### src/pkg/ecd_pkg.sv
// Constants, types and carriers for the economy clock divider block.
// Assumes one mclk domain; register bytes arrive as plain write ports.
//
// Notes on behaviour
// RULE1: After reset, four clocks per machine cycle.
// RULE2: Code 01=4, 10=64, 11=1024 clocks; 00 reserved.
// RULE3: Divider field sits in register bits 7:6.
// RULE4: New divider applies one machine cycle later.
// RULE5: Software changes 64/1024 only via divide-by-4.
// RULE6: Idle stops core; peripherals tick at clock/4.
// RULE7: Economy mode slows peripherals like the core.
// RULE8: Source select bit 3: crystal set, RC clear.
// RULE9: Crystal-off stops amplifier while RC runs.
// RULE10: Read-only bit 2 shows active clock source.
// RULE11: Source change applies one machine cycle later.
// RULE12: Software clears crystal-off before selecting crystal.
// RULE13: Crystal-ready flag bit 4 set after warm-up.
// RULE14: Crystal select refused while crystal not ready.
// RULE15: Switchback restores divide-by-4 on qualified events.
// RULE16: Start-bit falling edge triggers switchback.
// RULE17: Transmit buffer write triggers switchback.
// RULE18: Switchback ignores serial interrupt flags.
// RULE19: Divider stays writable after a switchback.
// RULE20: Divider writes ignored during serial activity.
// RULE21: Watchdog, power and external resets force four.
// RULE22: Software avoids RC source for serial timing.
// RULE23: Idle stops CPU clock, peripherals keep running.
// RULE24: Power-down stops every clock.
// RULE25: Switchback and reset read back code 01.
// RULE26: Reserved code 00 write changes nothing; the code still loads the switchback bit 5 from that write.
// RULE27: One-clock machine-cycle strobe each selected period.

package ecd_pkg;

   // =========================================================
   // Register field positions
   localparam int PMR_CD_LO_POS     = 6;  // Divider select low bit
   localparam int PMR_CD_HI_POS     = 7;  // Divider select high bit
   localparam int PMR_SWB_POS       = 5;  // Switchback enable
   localparam int EXTENDED_INTERRUPT_FLAG_REGISTER_SRC_SEL_POS  = 3;  // Clock source select
   localparam int EXTENDED_INTERRUPT_FLAG_REGISTER_SRC_STAT_POS = 2;  // Active source status
   localparam int STAT_XREADY_POS   = 4;  // Crystal ready flag

   // =========================================================
   // Divider codes and clock counts
   typedef enum logic [1:0] {
      ECD_DIV_RSVD = 2'h0,                 // Reserved code
      ECD_DIV4     = 2'h1,                 // Four clocks
      ECD_DIV64    = 2'h2,                 // Sixty-four clocks
      ECD_DIV1024  = 2'h3                  // 1024 clocks
   } ecd_div_t;

   localparam ecd_div_t ECD_DIV_RESET = ECD_DIV4;   // Reset divider
   localparam logic     SRC_SEL_RESET = 1'b1;       // Reset: crystal
   localparam logic     SWB_RESET     = 1'b0;       // Reset: off
   localparam int       DIV4_CLKS     = 4;
   localparam int       DIV64_CLKS    = 64;
   localparam int       DIV1024_CLKS  = 1024;
   localparam int       IDLE_CLKS     = 4;          // Idle periph rate
   localparam int       XTAL_WARMUP   = 65536;      // Warm-up cycles

   // =========================================================
   // Power modes, Gray coded along run, idle, power-down
   typedef enum logic [1:0] {
      ECD_RUN   = 2'h0,
      ECD_IDLE  = 2'h1,
      ECD_PDOWN = 2'h3
   } ecd_pmode_t;

   // Byte write carrier for one register
   typedef struct packed {
      logic       wr;                      // One-cycle write strobe
      logic [7:0] data;                    // Written byte
   } ecd_wr_t;

   // Serial and interrupt event carrier
   typedef struct packed {
      logic rx_en;                         // Reception enabled
      logic busy;                          // Transfer in progress
      logic tx_wr;                         // Transmit buffer write
      logic int_ack;                       // Qualified ext interrupt
   } ecd_ser_t;

endpackage
### src/design/ecd_clock_ctrl.sv
// Economy clock divider with source select and switchback.
// Assumes register writes and serial events are mclk-synchronous
// one-cycle pulses; the receive pin is asynchronous.
`timescale 1ns/1ps

module ecd_clock_ctrl
   import ecd_pkg::*;
#(
   parameter int unsigned WARMUP_CYCLES = XTAL_WARMUP
) (
   input  wire logic       mclk,
   input  wire logic       rstn,
   input  wire ecd_wr_t    pmr_wr,
   input  wire ecd_wr_t    extended_interrupt_flag_register_wr,
   input  wire ecd_wr_t    amp_off_wr,
   input  wire logic       idle_req,
   input  wire logic       pdown_req,
   input  wire logic       wake,
   input  wire logic       rst_cause,
   input  wire ecd_ser_t   ser,
   input  wire logic       rx_pin,
   output logic            core_stb,
   output logic            periph_stb,
   output logic [7:0]      pmr_rd,
   output logic [7:0]      extended_interrupt_flag_register_rd,
   output logic [7:0]      status_rd,
   output logic            xtal_amp_en,
   output logic            src_xtal
);

   // =========================================================
   // Parameter check
   localparam int WARM_W = $clog2(WARMUP_CYCLES + 1);
   localparam logic [WARM_W-1:0] WARM_LAST =
      WARM_W'(WARMUP_CYCLES - 1);

   if (WARMUP_CYCLES < 1) begin : g_chk
      $error("WARMUP_CYCLES must be at least one");
   end

   // =========================================================
   // State
   ecd_div_t      div_r;            // Active divider
   ecd_div_t      pend_div_r;       // Divider waiting for cycle end
   logic          pend_vld_r;       // Divider change pending
   logic          swb_r;            // Switchback enable
   logic          src_sel_r;        // Written source select
   logic          src_act_r;        // Source actually driving
   logic          amp_off_r;        // Crystal-off request
   logic          xready_r;         // Crystal warm-up done
   logic [WARM_W-1:0] warm_r;       // Warm-up counter
   logic [9:0]    cnt_r;            // Machine-cycle counter
   logic [9:0]    lim;              // Last count of the period
   logic [1:0]    q4_r;             // Idle peripheral counter
   ecd_pmode_t    pmode_r;          // Power mode
   logic [2:0]    rx_s_r;           // Receive pin synchroniser
   logic          rx_lvl_r;         // Filtered receive level
   logic          rx_fall;          // Start-bit falling edge
   logic          mc_stb;           // Raw machine-cycle strobe
   logic          sb_trig;          // Switchback event
   logic          cd_ok;            // Divider write accepted
   logic [1:0]    cd_code;          // Written divider code
   logic          div_chg;          // Divider changes this cycle

   // =========================================================
   // Receive pin: three flops, level moves once stages 2 and 3 agree
   always_ff @(posedge mclk) begin
      if (!rstn) begin
         rx_s_r   <= 3'h7;
         rx_lvl_r <= 1'b1;
      end else begin
         rx_s_r <= {rx_s_r[1:0], rx_pin};
         if (rx_s_r[1] == rx_s_r[2]) begin
            rx_lvl_r <= rx_s_r[2];
         end
      end
   end

   // Falling edge of the start bit
   assign rx_fall = rx_lvl_r && !rx_s_r[1] && !rx_s_r[2];

   // =========================================================
   // Switchback and divider write qualification
   // Serial interrupt flags are not inputs here at all [RULE18]
   assign sb_trig = swb_r && (ser.tx_wr                    // [RULE17]
                           || (ser.rx_en && rx_fall)       // [RULE16]
                           || ser.int_ack);                // [RULE15]

   // Field taken from bits 7:6 of the written byte [RULE3]
   assign cd_code = {pmr_wr.data[PMR_CD_HI_POS],
                     pmr_wr.data[PMR_CD_LO_POS]};

   // Reserved code and serial-busy writes are dropped [RULE26] [RULE20]
   assign cd_ok = pmr_wr.wr && (cd_code != ECD_DIV_RSVD)
               && !(swb_r && (ser.busy || ser.tx_wr || rx_fall));

   // =========================================================
   // Machine-cycle strobe
   always_comb begin
      case (div_r)
         ECD_DIV64:   lim = 10'(DIV64_CLKS - 1);           // [RULE2]
         ECD_DIV1024: lim = 10'(DIV1024_CLKS - 1);         // [RULE2]
         default:     lim = 10'(DIV4_CLKS - 1);            // [RULE2]
      endcase
   end

   // One-clock strobe when the period ends, none in power-down
   assign mc_stb = (cnt_r == lim) && (pmode_r != ECD_PDOWN); // [RULE27]

   // Divider differs next cycle
   assign div_chg = (rst_cause || sb_trig) ? (div_r != ECD_DIV4)
                  : (mc_stb && pend_vld_r && pend_div_r != div_r);

   // Counter restarts on wrap or divider change, frozen in power-down;
   // a forced return to four clocks restarts it even in power-down, so
   // a count left above the new limit cannot delay the first strobe
   always_ff @(posedge mclk) begin
      if (!rstn) begin
         cnt_r <= 10'h000;
      end else if (mc_stb || div_chg) begin
         cnt_r <= 10'h000;                                 // [RULE21]
      end else if (pmode_r == ECD_PDOWN) begin
         cnt_r <= cnt_r;                                   // [RULE24]
      end else begin
         cnt_r <= cnt_r + 10'h001;
      end
   end

   // =========================================================
   // Divider select, pending change and switchback
   always_ff @(posedge mclk) begin
      if (!rstn) begin
         div_r      <= ECD_DIV_RESET;                      // [RULE1]
         pend_div_r <= ECD_DIV_RESET;
         pend_vld_r <= 1'b0;
      end else if (rst_cause || sb_trig) begin
         // Immediate return to four clocks [RULE21] [RULE15] [RULE25]
         div_r      <= ECD_DIV4;
         pend_vld_r <= 1'b0;
      end else begin
         if (mc_stb && pend_vld_r) begin
            div_r <= pend_div_r;                           // [RULE4]
         end
         // Always writable again after a switchback [RULE19]
         if (cd_ok) begin
            pend_div_r <= ecd_div_t'(cd_code);
            pend_vld_r <= 1'b1;
         end else if (mc_stb) begin
            pend_vld_r <= 1'b0;
         end
      end
   end

   // Switchback enable bit
   always_ff @(posedge mclk) begin
      if (!rstn) begin
         swb_r <= SWB_RESET;
      end else if (pmr_wr.wr) begin
         swb_r <= pmr_wr.data[PMR_SWB_POS];
      end
   end

   // =========================================================
   // Clock source select and active source
   always_ff @(posedge mclk) begin
      if (!rstn) begin
         src_sel_r <= SRC_SEL_RESET;
         src_act_r <= SRC_SEL_RESET;
      end else begin
         // Crystal request refused until warm-up is done [RULE14]
         if (extended_interrupt_flag_register_wr.wr && (xready_r
                            || !extended_interrupt_flag_register_wr.data[EXTENDED_INTERRUPT_FLAG_REGISTER_SRC_SEL_POS])) begin
            src_sel_r <= extended_interrupt_flag_register_wr.data[EXTENDED_INTERRUPT_FLAG_REGISTER_SRC_SEL_POS];   // [RULE8]
         end
         if (mc_stb) begin
            src_act_r <= src_sel_r;                        // [RULE11]
         end
      end
   end

   // Crystal-off request bit
   always_ff @(posedge mclk) begin
      if (!rstn) begin
         amp_off_r <= 1'b0;
      end else if (amp_off_wr.wr) begin
         amp_off_r <= amp_off_wr.data[0];
      end
   end

   // Amplifier only stops while the RC source is active [RULE9]
   assign xtal_amp_en = !(amp_off_r && !src_act_r);

   // =========================================================
   // Crystal warm-up: restarts whenever the amplifier is off
   always_ff @(posedge mclk) begin
      if (!rstn) begin
         warm_r   <= '0;
         xready_r <= 1'b0;
      end else if (!xtal_amp_en) begin
         warm_r   <= '0;
         xready_r <= 1'b0;
      end else if (!xready_r) begin
         if (warm_r == WARM_LAST) begin
            xready_r <= 1'b1;                              // [RULE13]
         end else begin
            warm_r <= warm_r + WARM_W'(1);
         end
      end
   end

   // =========================================================
   // Power modes
   always_ff @(posedge mclk) begin
      if (!rstn) begin
         pmode_r <= ECD_RUN;
      end else begin
         case (pmode_r)
            ECD_RUN: begin
               if (pdown_req) begin
                  pmode_r <= ECD_PDOWN;                    // [RULE24]
               end else if (idle_req) begin
                  pmode_r <= ECD_IDLE;                     // [RULE23]
               end
            end
            ECD_IDLE: begin
               if (wake || rst_cause) begin
                  pmode_r <= ECD_RUN;
               end
            end
            ECD_PDOWN: begin
               if (wake || rst_cause) begin
                  pmode_r <= ECD_RUN;
               end
            end
            default: begin
               pmode_r <= ECD_RUN;
            end
         endcase
      end
   end

   // Fixed clock/4 tick for peripherals during idle
   always_ff @(posedge mclk) begin
      if (!rstn) begin
         q4_r <= 2'h0;
      end else begin
         q4_r <= q4_r + 2'h1;
      end
   end

   // =========================================================
   // Strobes and readback
   assign core_stb   = mc_stb && (pmode_r == ECD_RUN);     // [RULE23]
   // Run: same reduced rate [RULE7]; idle: clock/4 [RULE6]
   assign periph_stb = (pmode_r == ECD_RUN) ? mc_stb
                     : (pmode_r == ECD_IDLE)
                       && (q4_r == 2'(IDLE_CLKS - 1));

   always_comb begin
      pmr_rd    = 8'h00;
      extended_interrupt_flag_register_rd   = 8'h00;
      status_rd = 8'h00;
      pmr_rd[PMR_CD_HI_POS]      = div_r[1];
      pmr_rd[PMR_CD_LO_POS]      = div_r[0];               // [RULE25]
      pmr_rd[PMR_SWB_POS]        = swb_r;
      extended_interrupt_flag_register_rd[EXTENDED_INTERRUPT_FLAG_REGISTER_SRC_SEL_POS]  = src_sel_r;
      extended_interrupt_flag_register_rd[EXTENDED_INTERRUPT_FLAG_REGISTER_SRC_STAT_POS] = src_act_r;              // [RULE10]
      status_rd[STAT_XREADY_POS] = xready_r;
   end

   assign src_xtal = src_act_r;
endmodule

### config.mk
export PLATFORM = sky130hd
export DESIGN_NAME = ecd_clock_ctrl
export DESIGN_NICKNAME = d
export VERILOG_FILES = /design/src/pkg/ecd_pkg.sv /design/src/design/ecd_clock_ctrl.sv
export SDC_FILE = /design/constraint.sdc
export NUM_CORES = 1
export LEC_CHECK = 0
export BUFFER_PORTS_ARGS = -buffer_cell sky130_fd_sc_hd__buf_2
export CAP_MARGIN = 20
export CORE_MARGIN = 2
export CORE_UTILIZATION = 46
export CTS_BUF_LIST = sky130_fd_sc_hd__clkbuf_4 sky130_fd_sc_hd__clkbuf_8 sky130_fd_sc_hd__clkbuf_16
export DETAILED_ROUTE_END_ITERATION = 10
export HOLD_SLACK_MARGIN = 0.02
export PLACE_DENSITY = 0.84
export REMOVE_ABC_BUFFERS = 1
export SLEW_MARGIN = 20
export SYNTH_ARGS = -nofsm -noshare
export SYNTH_HDL_FRONTEND = slang
export SYNTH_SLANG_ARGS = --single-unit
### constraint.sdc
create_clock -name mclk -period 2 [get_ports mclk]
set_clock_uncertainty 0.1 [all_clocks]
set_input_delay 0.4 -clock mclk [delete_from_list [all_inputs] [get_ports mclk]]
set_output_delay 0.4 -clock mclk [all_outputs]
set_load 0.01 [all_outputs]
==> key figures, run 1 <==
Outcome
  • Status: finished, violations left
  • Failing checks: setup timing

Timing
  • Max Clock Freq: 477.1 MHz
  • Tightest Pin Transition: between 0.5 and 0.6 ns
  • Setup_tns: -0.2197 ns
  • RSZ-0062 raised after global routing: true
  • Setup WS post-layout: -0.09594 ns
  • Slew margin rel.: 60.46%
  • Period utilization: 104.8%
  • Final Critical Period: 2.096 ns
  • Final Hold Viols: 0
  • Final setup vio count: 4
  • Max Slew Vio Count: 0

Die
  • I/O pins: 66
  • Die Span Y: roughly 73 µm
  • Die ar.: 0.005357 mm²
  • Num rows: 25
  • Width of the chip: 73.19 µm
  • Initial Util: 47.25%
  • Core area: about 0.0047 mm²

Drt
  • Vias after detailed routing: 1,848
  • Post-route ant nets: 0
  • Via density: 5.235
  • Drt drc: 0
  • WL per Instance: 12.95 µm
  • Total Routed Length: 4570 µm
  • Drt initial violations: 68
  • Drt pass-1 iters: 5

Logic synthesis
  • Post-Synthesis Cells: 245
  • Distinct cell type count after synthesis: 42
  • Post-Synth Simple-Gate Area: 26.02%
  • Commonest cells post-synth: dfxtp_1, nor2_1, buf_4
  • Synth Area in XOR/XNOR: 7.955%
  • Synth Area in Compound Gates: 10.28%
  • Mux contribution to synthesized area: 3.182%
  • Post-synth top area share: roughly two fifths
  • Post-Syn Area per Cell: 8.988 µm²
  • Top post-synthesis cells by area: dfxtp_1, buf_4, xor2_1
  • Main flop type after synthesis: dfxtp_1
  • Seq/Total Area, Yosys: 40.91%
  • Top-count cell post-synth: dfxtp_1
  • Synth Cell Area: 0.002202 mm²
  • Post-synth EDFFs: 0
  • FFs w/ async S/R, synth: 0%
  • Adder-cell area share of the yosys netlist: 2.273%
  • Yosys top cell by area: dfxtp_1
  • Yosys reg bits: 45
  • Yosys warnings: 0
  • Main combinational cell family by area after synthesis: simple AND/OR/NAND/NOR gates

Critical path
  • Worst EP arrival: 1.60 ns
  • Crit. End Element: output pin
  • Crit path launch type: register
  • Critical Setup Path Class: reg -> out
  • WP data required: 1.50 ns
  • Crit path max fanout: 5

Clocking
  • Clk sink count: 45
  • Skew-Pair Late Insertion Delay: about 0.30 ns
  • CTS tree: yes
  • CTS max path bufs: 2
  • Root Driver: clkbuf_8
  • H-tree depth: 2
  • Clk slew on worst S/H paths: 0.09 ns
  • CTS Hold Bufs: 0
  • Num CTS Buffers: 5

GRT
  • Largest net degree at the start of global routing: 19
  • Initial antenna violation count: 0
  • First-pass GRT wire length: 7182 µm
  • Total GRT Usage: roughly 17%
  • GRT overflow: 0
  • Number of global-route vias before repair: 1,659

Placed design
  • Placed wire-length estimate: 2986 µm
  • Dpl cell area: 0.002406 mm²
  • Inst Count DP: 334
  • Placer Congestion: just under 0.8
  • Port buffer count: 28

Hold path
  • Worst hold path type: in -> reg

Cells and area
  • Diodes inserted: 0
  • Final instance area: 0.002696 mm²
  • Final #Nets: 340
  • Synth-to-layout area growth: 22.44%
  • Non-Filler Instances: 353
  • Layout filler cell count: 408
  • Layout cells sized above 1: 34.11%

Pwr
  • Total power: 1735 µW
  • Pwr/cell area: 643.3 mW/mm²
  • Static leakage: 0.001124 µW
  • Worst vdd ir: 542.9 µV

Flow run
  • Max Cap Viol: 0
critical path, stage by stage, from the launching register on:
cell	delay [ns]
dfxtp_4	0.38
and4_4	0.25
a22oi_2	0.11
nor3b_4	0.27
a22o_1	0.17
buf_2	0.12
flip-flops by register name, summed over array words and instances (netlist names), 2 cells and up:
| signal | count |
|---|---|
| cnt_r | 10 |
| div_r | 2 |
| pend_div_r | 2 |
| pmode_r | 2 |
| q4_r | 2 |
| rx_s_r | 3 |
| warm_r | 17 |
cells by family after synthesis:
family | after synthesis
other | 1
adder cells (fa/ha/maj) | 4
multiplexers | 7
AND/OR/NAND/NOR | 107
buffers and inverters | 30
AO/OA/AOI/OAI | 31
flip-flops | 45
XOR/XNOR | 20
power breakdown:
part / switching [µW] / leakage (µW) / total (µW) / internal [µW]
clock: 307 / 0.0000512 / 588 / 280
sequential: 26.0 / 0.000376 / 949 / 923
combinational: 111 / 0.000697 / 198 / 87.1
placed cells by master (no fill, tap or decap), drive strengths merged:
cell type and count:
buf 55, dfxtp 45, nor2 29, nand2 19, conb 18, xor2 17
nor3 15, o21ai 10, nand3 10, a21oi 9, nand4 8, mux2i 7
clkbuf 6, inv 4, and2 4, nand2b 4, or3 4, ha 4
nor2b 3, xnor2 3, and4 3, and4bb 2, o2111a 2, o2111ai 2
and3 2, clkinv 2, a22oi 1, nor4 1, a2bb2oi 1, a21boi 1
nor3b 1, a22o 1, or3b 1, o211a 1, nand4b 1, a21bo 1
a211oi 1, o211ai 1
metal layers:
metal	vias to the layer above	track usage (%)	part of all wire (%)
met5	-	0	0
li1	922	-	-
met4	0	4.527	0.79
met1	880	20.09	44
met2	39	30.53	52
met3	7	4.420	3.7
repair_timing:
item                                    CTS  global route
gates resized for setup                  21            16
buffers inserted                          5             6
endpoints found under the setup margin    6            16
pin swaps                                 9            11
layout make-up:
type	instances	area [µm²]	share of cell area [%]
inverter	4	15.01	0.5568
clock buffer	6	82.58	3.063
multi-input combinational	187	1242	46.08
sequential	45	932.1	34.57
timing repair buffer	55	342.8	12.71
clock inverter	2	13.76	0.5104
tap	54	67.56	2.506
stage by stage:
step | util [%] | setup slack, ns | hold slack [ns]
floorplan | - | -0.1730 | 0.2863
global placement | 51.62 | -0.04301 | 0.2917
detailed placement | 51.62 | -0.06393 | 0.2936
CTS | 55.84 | -0.1430 | 0.1815
global route | 57.85 | -0.1889 | 0.1887
finish | 57.85 | -0.09594 | 0.1806
worst paths after layout:
kind                   from    endpoint  slack (ns)  cells after the start
setup / recovery   cnt_r[3]  periph_stb        -0.1                      5
hold / removal       rx_pin   rx_s_r[0]        0.18                      2
setup reg to reg  warm_r[3]  warm_r[11]       -0.02                      8
hold reg to reg   rx_s_r[0]   rx_s_r[1]        0.31                      1
Note: power is estimated with default switching activity, not from simulation.
==> inputs of run 2 (changes only) <==
==> constraint.sdc (replaced) <==
create_clock -name mclk -period 1.8 [get_ports mclk]
set_clock_uncertainty 0.1 [all_clocks]
set_input_delay 0.36 -clock mclk [delete_from_list [all_inputs] [get_ports mclk]]
set_output_delay 0.36 -clock mclk [all_outputs]
set_load 0.01 [all_outputs]
==> key figures, run 2 (synthesis results as in run 1) <==
Drt
  • WL per Instance: 13.20 µm (was 12.95 µm)
  • Total Routed Length: 4790 µm (was 4570 µm)
  • Vias after detailed routing: 1,863 (was 1,848)
  • Drt drc: 0 (unchanged)
  • Post-route ant nets: 0 (unchanged)
  • Drt initial violations: 87 (was 68)
  • Drt pass-1 iters: 4 (was 5)
  • Via density: 5.132 (was 5.235)

Cells and area
  • Commonest non-fill, non-tap cell in the layout: buf_4
  • Commonest cells after routing, fill and taps aside: buf_4, dfxtp_1, nor2_1, buf_2, conb_1 (was nor2_1, dfxtp_1, buf_2)
  • Final #Nets: 350 (was 340)
  • Layout cells sized above 1: 37.86% (was 34.11%)
  • Non-Filler Instances: 363 (was 353)
  • Diodes inserted: 0 (unchanged)
  • Final instance area: 0.002836 mm² (was 0.002696 mm²)
  • Synth-to-layout area growth: 28.81% (was 22.44%)
  • Largest register FFs: 17 (unchanged)
  • Largest Register: warm_r (unchanged)
  • Largest registers: warm_r x17, cnt_r x10, rx_s_r x3 (unchanged)

Placed design
  • Inst Count DP: 346 (was 334)
  • Placer Congestion: 0.8366 (was 0.7946)
  • Dpl cell area: 0.002496 mm² (was 0.002406 mm²)
  • Worst slack, placed: -0.2681 ns (was -0.06393 ns)
  • Port buffer count: 28 (unchanged)
  • Placed wire-length estimate: 3193 µm (was 2986 µm)

Pwr
  • Pwr/cell area: 736.0 mW/mm² (was 643.3 mW/mm²)
  • Static leakage: 0.001202 µW (was 0.001124 µW)
  • Worst vdd ir: 571.9 µV (was 542.9 µV)

Hold path
  • Min-Delay Startpoint: rx_pin (unchanged)
  • Worst hold path type: in -> reg (unchanged)
  • WHS Endpoint: rx_s_r[0] (unchanged)
  • WHS Path Cells: 2 (unchanged)

Critical path
  • WP data required: 1.34 ns (was 1.50 ns)
  • Reg2reg end: warm_r[15] (was warm_r[11])
  • Crit path max fanout: 3 (was 5)
  • Reg2reg path depth: 8 (unchanged)
  • R2R Setup Slk: -0.19 ns (was -0.02 ns)
  • Reg-to-reg startpoint: warm_r[3] (unchanged)
  • Worst EP arrival: 1.62 ns (was 1.60 ns)
  • Crit path launch type: register (unchanged)
  • Critical Setup Path Class: reg -> out (unchanged)
  • Crit. End Element: output pin (unchanged)

Timing
  • Final setup vio count: 12 (was 4)
  • Max Slew Vio Count: 0 (unchanged)
  • Setup_tns: -1.732 ns (was -0.2197 ns)
  • Final Critical Period: 2.082 ns
  • Max Clock Freq: 480.3 MHz
  • Setup WS post-layout: -0.2820 ns (was -0.09594 ns)
  • RSZ-0062 raised after global routing: true (unchanged)
  • Final Hold Viols: 0 (unchanged)
  • Period utilization: 115.7%
  • Hold Slack: 0.1340 ns (was 0.1806 ns)

Clocking
  • Skew-Pair Late Insertion Delay: 0.31 ns (was 0.30 ns)
  • H-tree depth: 2 (unchanged)
  • CTS max path bufs: 2 (unchanged)
  • Clk slew on worst S/H paths: 0.09 ns (about the same)
  • CTS Hold Bufs: 0 (unchanged)
  • Num CTS Buffers: 5 (unchanged)
  • Root Driver: clkbuf_8 (unchanged)
  • Clk sink count: 45 (unchanged)
  • CTS tree: yes (unchanged)

Outcome
  • Failing checks: setup timing (unchanged)
  • Status: finished, violations left (unchanged)

GRT
  • GRT overflow: 0 (unchanged)
  • Number of global-route vias before repair: 1,867 (was 1,659)
  • Initial antenna violation count: 0 (unchanged)
  • Largest net degree at the start of global routing: 19 (unchanged)
  • Total GRT Usage: 18.84% (was 17.07%)
  • First-pass GRT wire length: 7762 µm (was 7182 µm)

Die
  • Die Span Y: 73.19 µm (unchanged)
  • I/O pins: 66 (unchanged)
  • Initial Util: 47.25% (unchanged)
  • Num rows: 25 (unchanged)
  • Width of the chip: 73.19 µm (unchanged)
  • Die ar.: 0.005357 mm² (unchanged)
  • Core area: 0.004661 mm² (unchanged)

Flow run
  • Max Cap Viol: 0 (unchanged)
## run 2: report_power, final
group          internal, µW  switching (µW)
clock                   451             347
combinational           102             127
sequential             1030            28.8
## run 2: cell type report
type                            count  area (µm²)
Clock inverter                      2       37.54
Inverter                            4       15.01
Fill cell                         410        1824
Tap cell                           54       67.56
Multi-Input combinational cell    187        1287
Clock buffer                        6       82.58
Timing Repair Buffer               65       429.2
Sequential cell                    45       917.1
## run 2: what timing repair did
item | 4_1_cts | 5_1_grt
endpoints found under the setup margin | 18 | 19
setup buffers | 6 | 4
resized for setup | 27 | 16
pin swaps | 26 | 20
## run 2: how the worst max path moves through the flow
stage          slack (ns)  cells past startpoint         end        from
2_1_floorplan       -0.33                      4  periph_stb    cnt_r[0]
3_3_place_gp        -0.23                      8  warm_r[11]  warm_r[12]
3_5_place_dp        -0.27                      8  warm_r[13]  warm_r[12]
4_1_cts             -0.28                      5  periph_stb    cnt_r[9]
5_1_grt             -0.37                      5  periph_stb    cnt_r[9]
6_report            -0.28                      5  periph_stb    cnt_r[9]
## run 2: routing by layer
layer	vias up	part of all wire [%]	track usage, %
met3	11	2.5	3.453
met5	-	0	0
met4	0	2.5	10.91
met1	877	40	20.38
li1	941	-	-
met2	34	55	33.93
## run 2: stage by stage
step                      util [%]  power, µW
after detailed placement     53.56       1291
after CTS                    58.90       2092
after global routing         60.86       2173
after floorplan                  -       1206
final                        60.86       2088
after global placement       53.56       1281
## run 2: worst max-delay path, stage by stage, from the launching register on
cell and delay [ns]:
dfxtp_2 0.35, nor4_4 0.29, a2bb2oi_2 0.12, nor3b_2 0.25
a22o_1 0.18, buf_2 0.12
==> inputs of run 3 (changes only) <==
--- a/config.mk
+++ b/config.mk
@@ -7,12 +7,13 @@
 export LEC_CHECK = 0
 export BUFFER_PORTS_ARGS = -buffer_cell sky130_fd_sc_hd__buf_2
 export CAP_MARGIN = 20
+export CORE_ASPECT_RATIO = 0.8
 export CORE_MARGIN = 2
-export CORE_UTILIZATION = 46
-export CTS_BUF_LIST = sky130_fd_sc_hd__clkbuf_4 sky130_fd_sc_hd__clkbuf_8 sky130_fd_sc_hd__clkbuf_16
+export CORE_UTILIZATION = 57
+export CTS_BUF_LIST = sky130_fd_sc_hd__clkbuf_4 sky130_fd_sc_hd__clkbuf_8
 export DETAILED_ROUTE_END_ITERATION = 10
 export HOLD_SLACK_MARGIN = 0.02
-export PLACE_DENSITY = 0.84
+export PLACE_DENSITY = 0.95
 export REMOVE_ABC_BUFFERS = 1
 export SLEW_MARGIN = 20
 export SYNTH_ARGS = -nofsm -noshare
==> constraint.sdc (replaced) <==
create_clock -name mclk -period 2.6 [get_ports mclk]
set_clock_uncertainty 0.1 [all_clocks]
set_input_delay 0.52 -clock mclk [delete_from_list [all_inputs] [get_ports mclk]]
set_output_delay 0.52 -clock mclk [all_outputs]
set_load 0.01 [all_outputs]
==> key figures, run 3 (synthesis results as in run 1) <==
Outcome
  • Status: finished clean (was finished, violations left)

Timing
  • Max Slew Vio Count: 0 (unchanged)
  • Final setup vio count: 0 (was 12)
  • Setup_tns: 0 ns (was -1.732 ns)
  • Max Clock Freq: 417.4 MHz
  • Final Critical Period: 2.396 ns
  • Period utilization: 92.15%
  • Tightest Pin Transition: 0.6172 ns
  • Slew margin rel.: around 59%
  • RSZ-0062 raised after global routing: false (was true)
  • Setup WS post-layout: 0.2042 ns (was -0.2820 ns)
  • Final Hold Viols: 0 (unchanged)
  • Hold Slack: 0.3001 ns (was 0.1340 ns)

Flow run
  • Max Cap Viol: 0 (unchanged)

Critical path
  • Critical Path Stages: 6 (was 5)
  • Critical path, cell by cell: ha_1 -> a21boi_1 -> buf_4 -> nor3b_2 -> a22o_1 -> buf_2 (was nor4_4 -> a2bb2oi_2 -> nor3b_2 -> a22o_1 -> buf_2)
  • R2R Setup Slk: 0.31 ns (was -0.19 ns)
  • Crit path launch type: register (unchanged)
  • Critical Setup Path Class: reg -> out (unchanged)
  • WP data required: 1.98 ns (was 1.34 ns)
  • Crit path max fanout: 6 (was 3)
  • Reg2reg path depth: 8 (unchanged)
  • Worst EP arrival: 1.78 ns (was 1.62 ns)
  • Critical Path Max Stage Delay: 0.39 ns (was 0.35 ns)
  • Worst-path cell with the longest stage delay: dfxtp_1 (was dfxtp_2)
  • Buf+Inv Stages, Crit Path: 2 (was 1)
  • CP top delay family: flip-flops (was simple AND/OR/NAND/NOR gates)
  • Crit. End Element: output pin (unchanged)

Clocking
  • Clk slew on worst S/H paths: 0.08 ns (was 0.09 ns)
  • CTS tree: yes (unchanged)
  • Num CTS Buffers: 5 (unchanged)
  • Root Driver: clkbuf_8 (unchanged)
  • Post-CTS setup buffers: 0 (was 6)
  • CTS Hold Bufs: 0 (unchanged)
  • Post-CTS resize count: 0 (was 27)
  • CTS max path bufs: 2 (unchanged)
  • Clk sink count: 45 (unchanged)
  • Skew-Pair Late Insertion Delay: 0.30 ns (was 0.31 ns)
  • H-tree depth: 2 (unchanged)

Die
  • Num rows: 20 (was 25)
  • Width of the chip: 73.49 µm (was 73.19 µm)
  • I/O pins: 66 (unchanged)
  • Die Span Y: 59.60 µm (was 73.19 µm)
  • Die ar.: 0.004380 mm² (was 0.005357 mm²)
  • Core area: 0.003754 mm² (was 0.004661 mm²)
  • Initial Util: 58.67% (was 47.25%)

Pwr
  • Pwr/cell area: 554.4 mW/mm² (was 736.0 mW/mm²)
  • Switch share: 24.84% (was 24.08%)
  • Clock share of power: 33.8% (was 38.2%)
  • P_sw: 327.5 µW (was 502.6 µW)
  • Seq pwr share: 55.9% (was 50.8%)
  • Comb pwr share: 10.3% (was 11.0%)
  • Worst vdd ir: 374.3 µV (was 571.9 µV)
  • Pint: 991.1 µW (was 1585 µW)
  • Static leakage: 0.0009706 µW (was 0.001202 µW)

Drt
  • WL per Instance: 13.78 µm (was 13.20 µm)
  • Highest routed metal layer: met4 (unchanged)
  • Met3 wire length: 253 µm (was 121 µm)
  • Drt initial violations: 128 (was 87)
  • Wl on met1: 1968 µm (was 1928 µm)
  • Metal2 WL: 2048 µm (was 2620 µm)
  • Drt pass-1 iters: 4 (unchanged)
  • Post-route ant nets: 0 (unchanged)
  • Via density: 5.562 (was 5.132)
  • Total Routed Length: 4369 µm (was 4790 µm)
  • Drt drc: 0 (unchanged)
  • Vias after detailed routing: 1,763 (was 1,863)

GRT
  • GRT overflow: 0 (unchanged)
  • Total GRT Usage: 21.45% (was 18.84%)
  • First-pass GRT wire length: 7079 µm (was 7762 µm)
  • Initial antenna violation count: 0 (unchanged)
  • Number of global-route vias before repair: 1,623 (was 1,867)
  • Largest net degree at the start of global routing: 19 (unchanged)

Cells and area
  • Largest registers: warm_r x17, cnt_r x10, rx_s_r x3 (unchanged)
  • Commonest non-fill, non-tap cell in the layout: dfxtp_1 (was buf_4)
  • Largest Register: warm_r (unchanged)
  • Diodes inserted: 0 (unchanged)
  • Commonest cells after routing, fill and taps aside: dfxtp_1, nor2_1, buf_2 (was buf_4, dfxtp_1, nor2_1, buf_2, conb_1)
  • Final #Nets: 315 (was 350)
  • Layout cells sized above 1: 17.22% (was 37.86%)
  • Largest register FFs: 17 (unchanged)
  • Synth-to-layout area growth: 8.011% (was 28.81%)
  • Final core utilization: 63.37% (was 60.86%)

Placed design
  • Port buffer count: 28 (unchanged)
  • Worst slack, placed: 0.3788 ns (was -0.2681 ns)
  • Placer Congestion: 0.7918 (was 0.8366)
  • Placed wire-length estimate: 3154 µm (was 3193 µm)

Hold path
  • WHS Path Cells: 2 (unchanged)
  • Worst hold path type: in -> reg (unchanged)
-- run 3: final timing paths --
path	start	endpoint
worst max-delay path	cnt_r[0]	periph_stb
worst max register to register	warm_r[3]	warm_r[9]
worst min register to register	rx_s_r[0]	rx_s_r[1]
worst min-delay path	rx_pin	rx_s_r[0]
-- run 3: cell type report --
class,instances,area [µm²]
flip-flops and latches,45,900.9
inverters,4,15.01
fillers,310,1375
clock buffers,7,90.09
repair buffers,30,155.1
multi-input cells,187,1162
well taps,44,55.05
-- run 3: power by group through the flow --
stage | Clock (µW) | Combinational [µW] | Sequential [µW]
CTS | 454 | 136 | 736
floorplan | 0 | 87.6 | 747
finish | 446 | 136 | 737
detailed placement | 0 | 135 | 752
global route | 472 | 153 | 740
global placement | 0 | 128 | 749
-- run 3: worst reg2reg max path, stage by stage, from the launching register on --
cell and delay (ns):
dfxtp_1 0.43, and4_1 0.41, nand2_1 0.08, nor3_1 0.19
ha_1 0.24, and4bb_2 0.31, nand4_4 0.14, xor2_1 0.19
nor2_1 0.07
-- run 3: layer usage --
| metal | up-vias | global-route usage [%] |
|---|---|---|
| li1 | 866 | - |
| met1 | 821 | 26.60 |
| met2 | 68 | 35.59 |
| met3 | 8 | 5.612 |
| met4 | 0 | 8.831 |
| met5 | - | 0 |
-- run 3: metrics by stage --
step | power [µW] | area, µm² | cells
after floorplan | 834.9 | 2078 | 236
after global placement | 877.3 | 2288 | 310
after detailed placement | 886.8 | 2288 | 310
after CTS | 1325 | 2379 | 317
after global routing | 1365 | 2379 | 317
final | 1319 | 2379 | 317
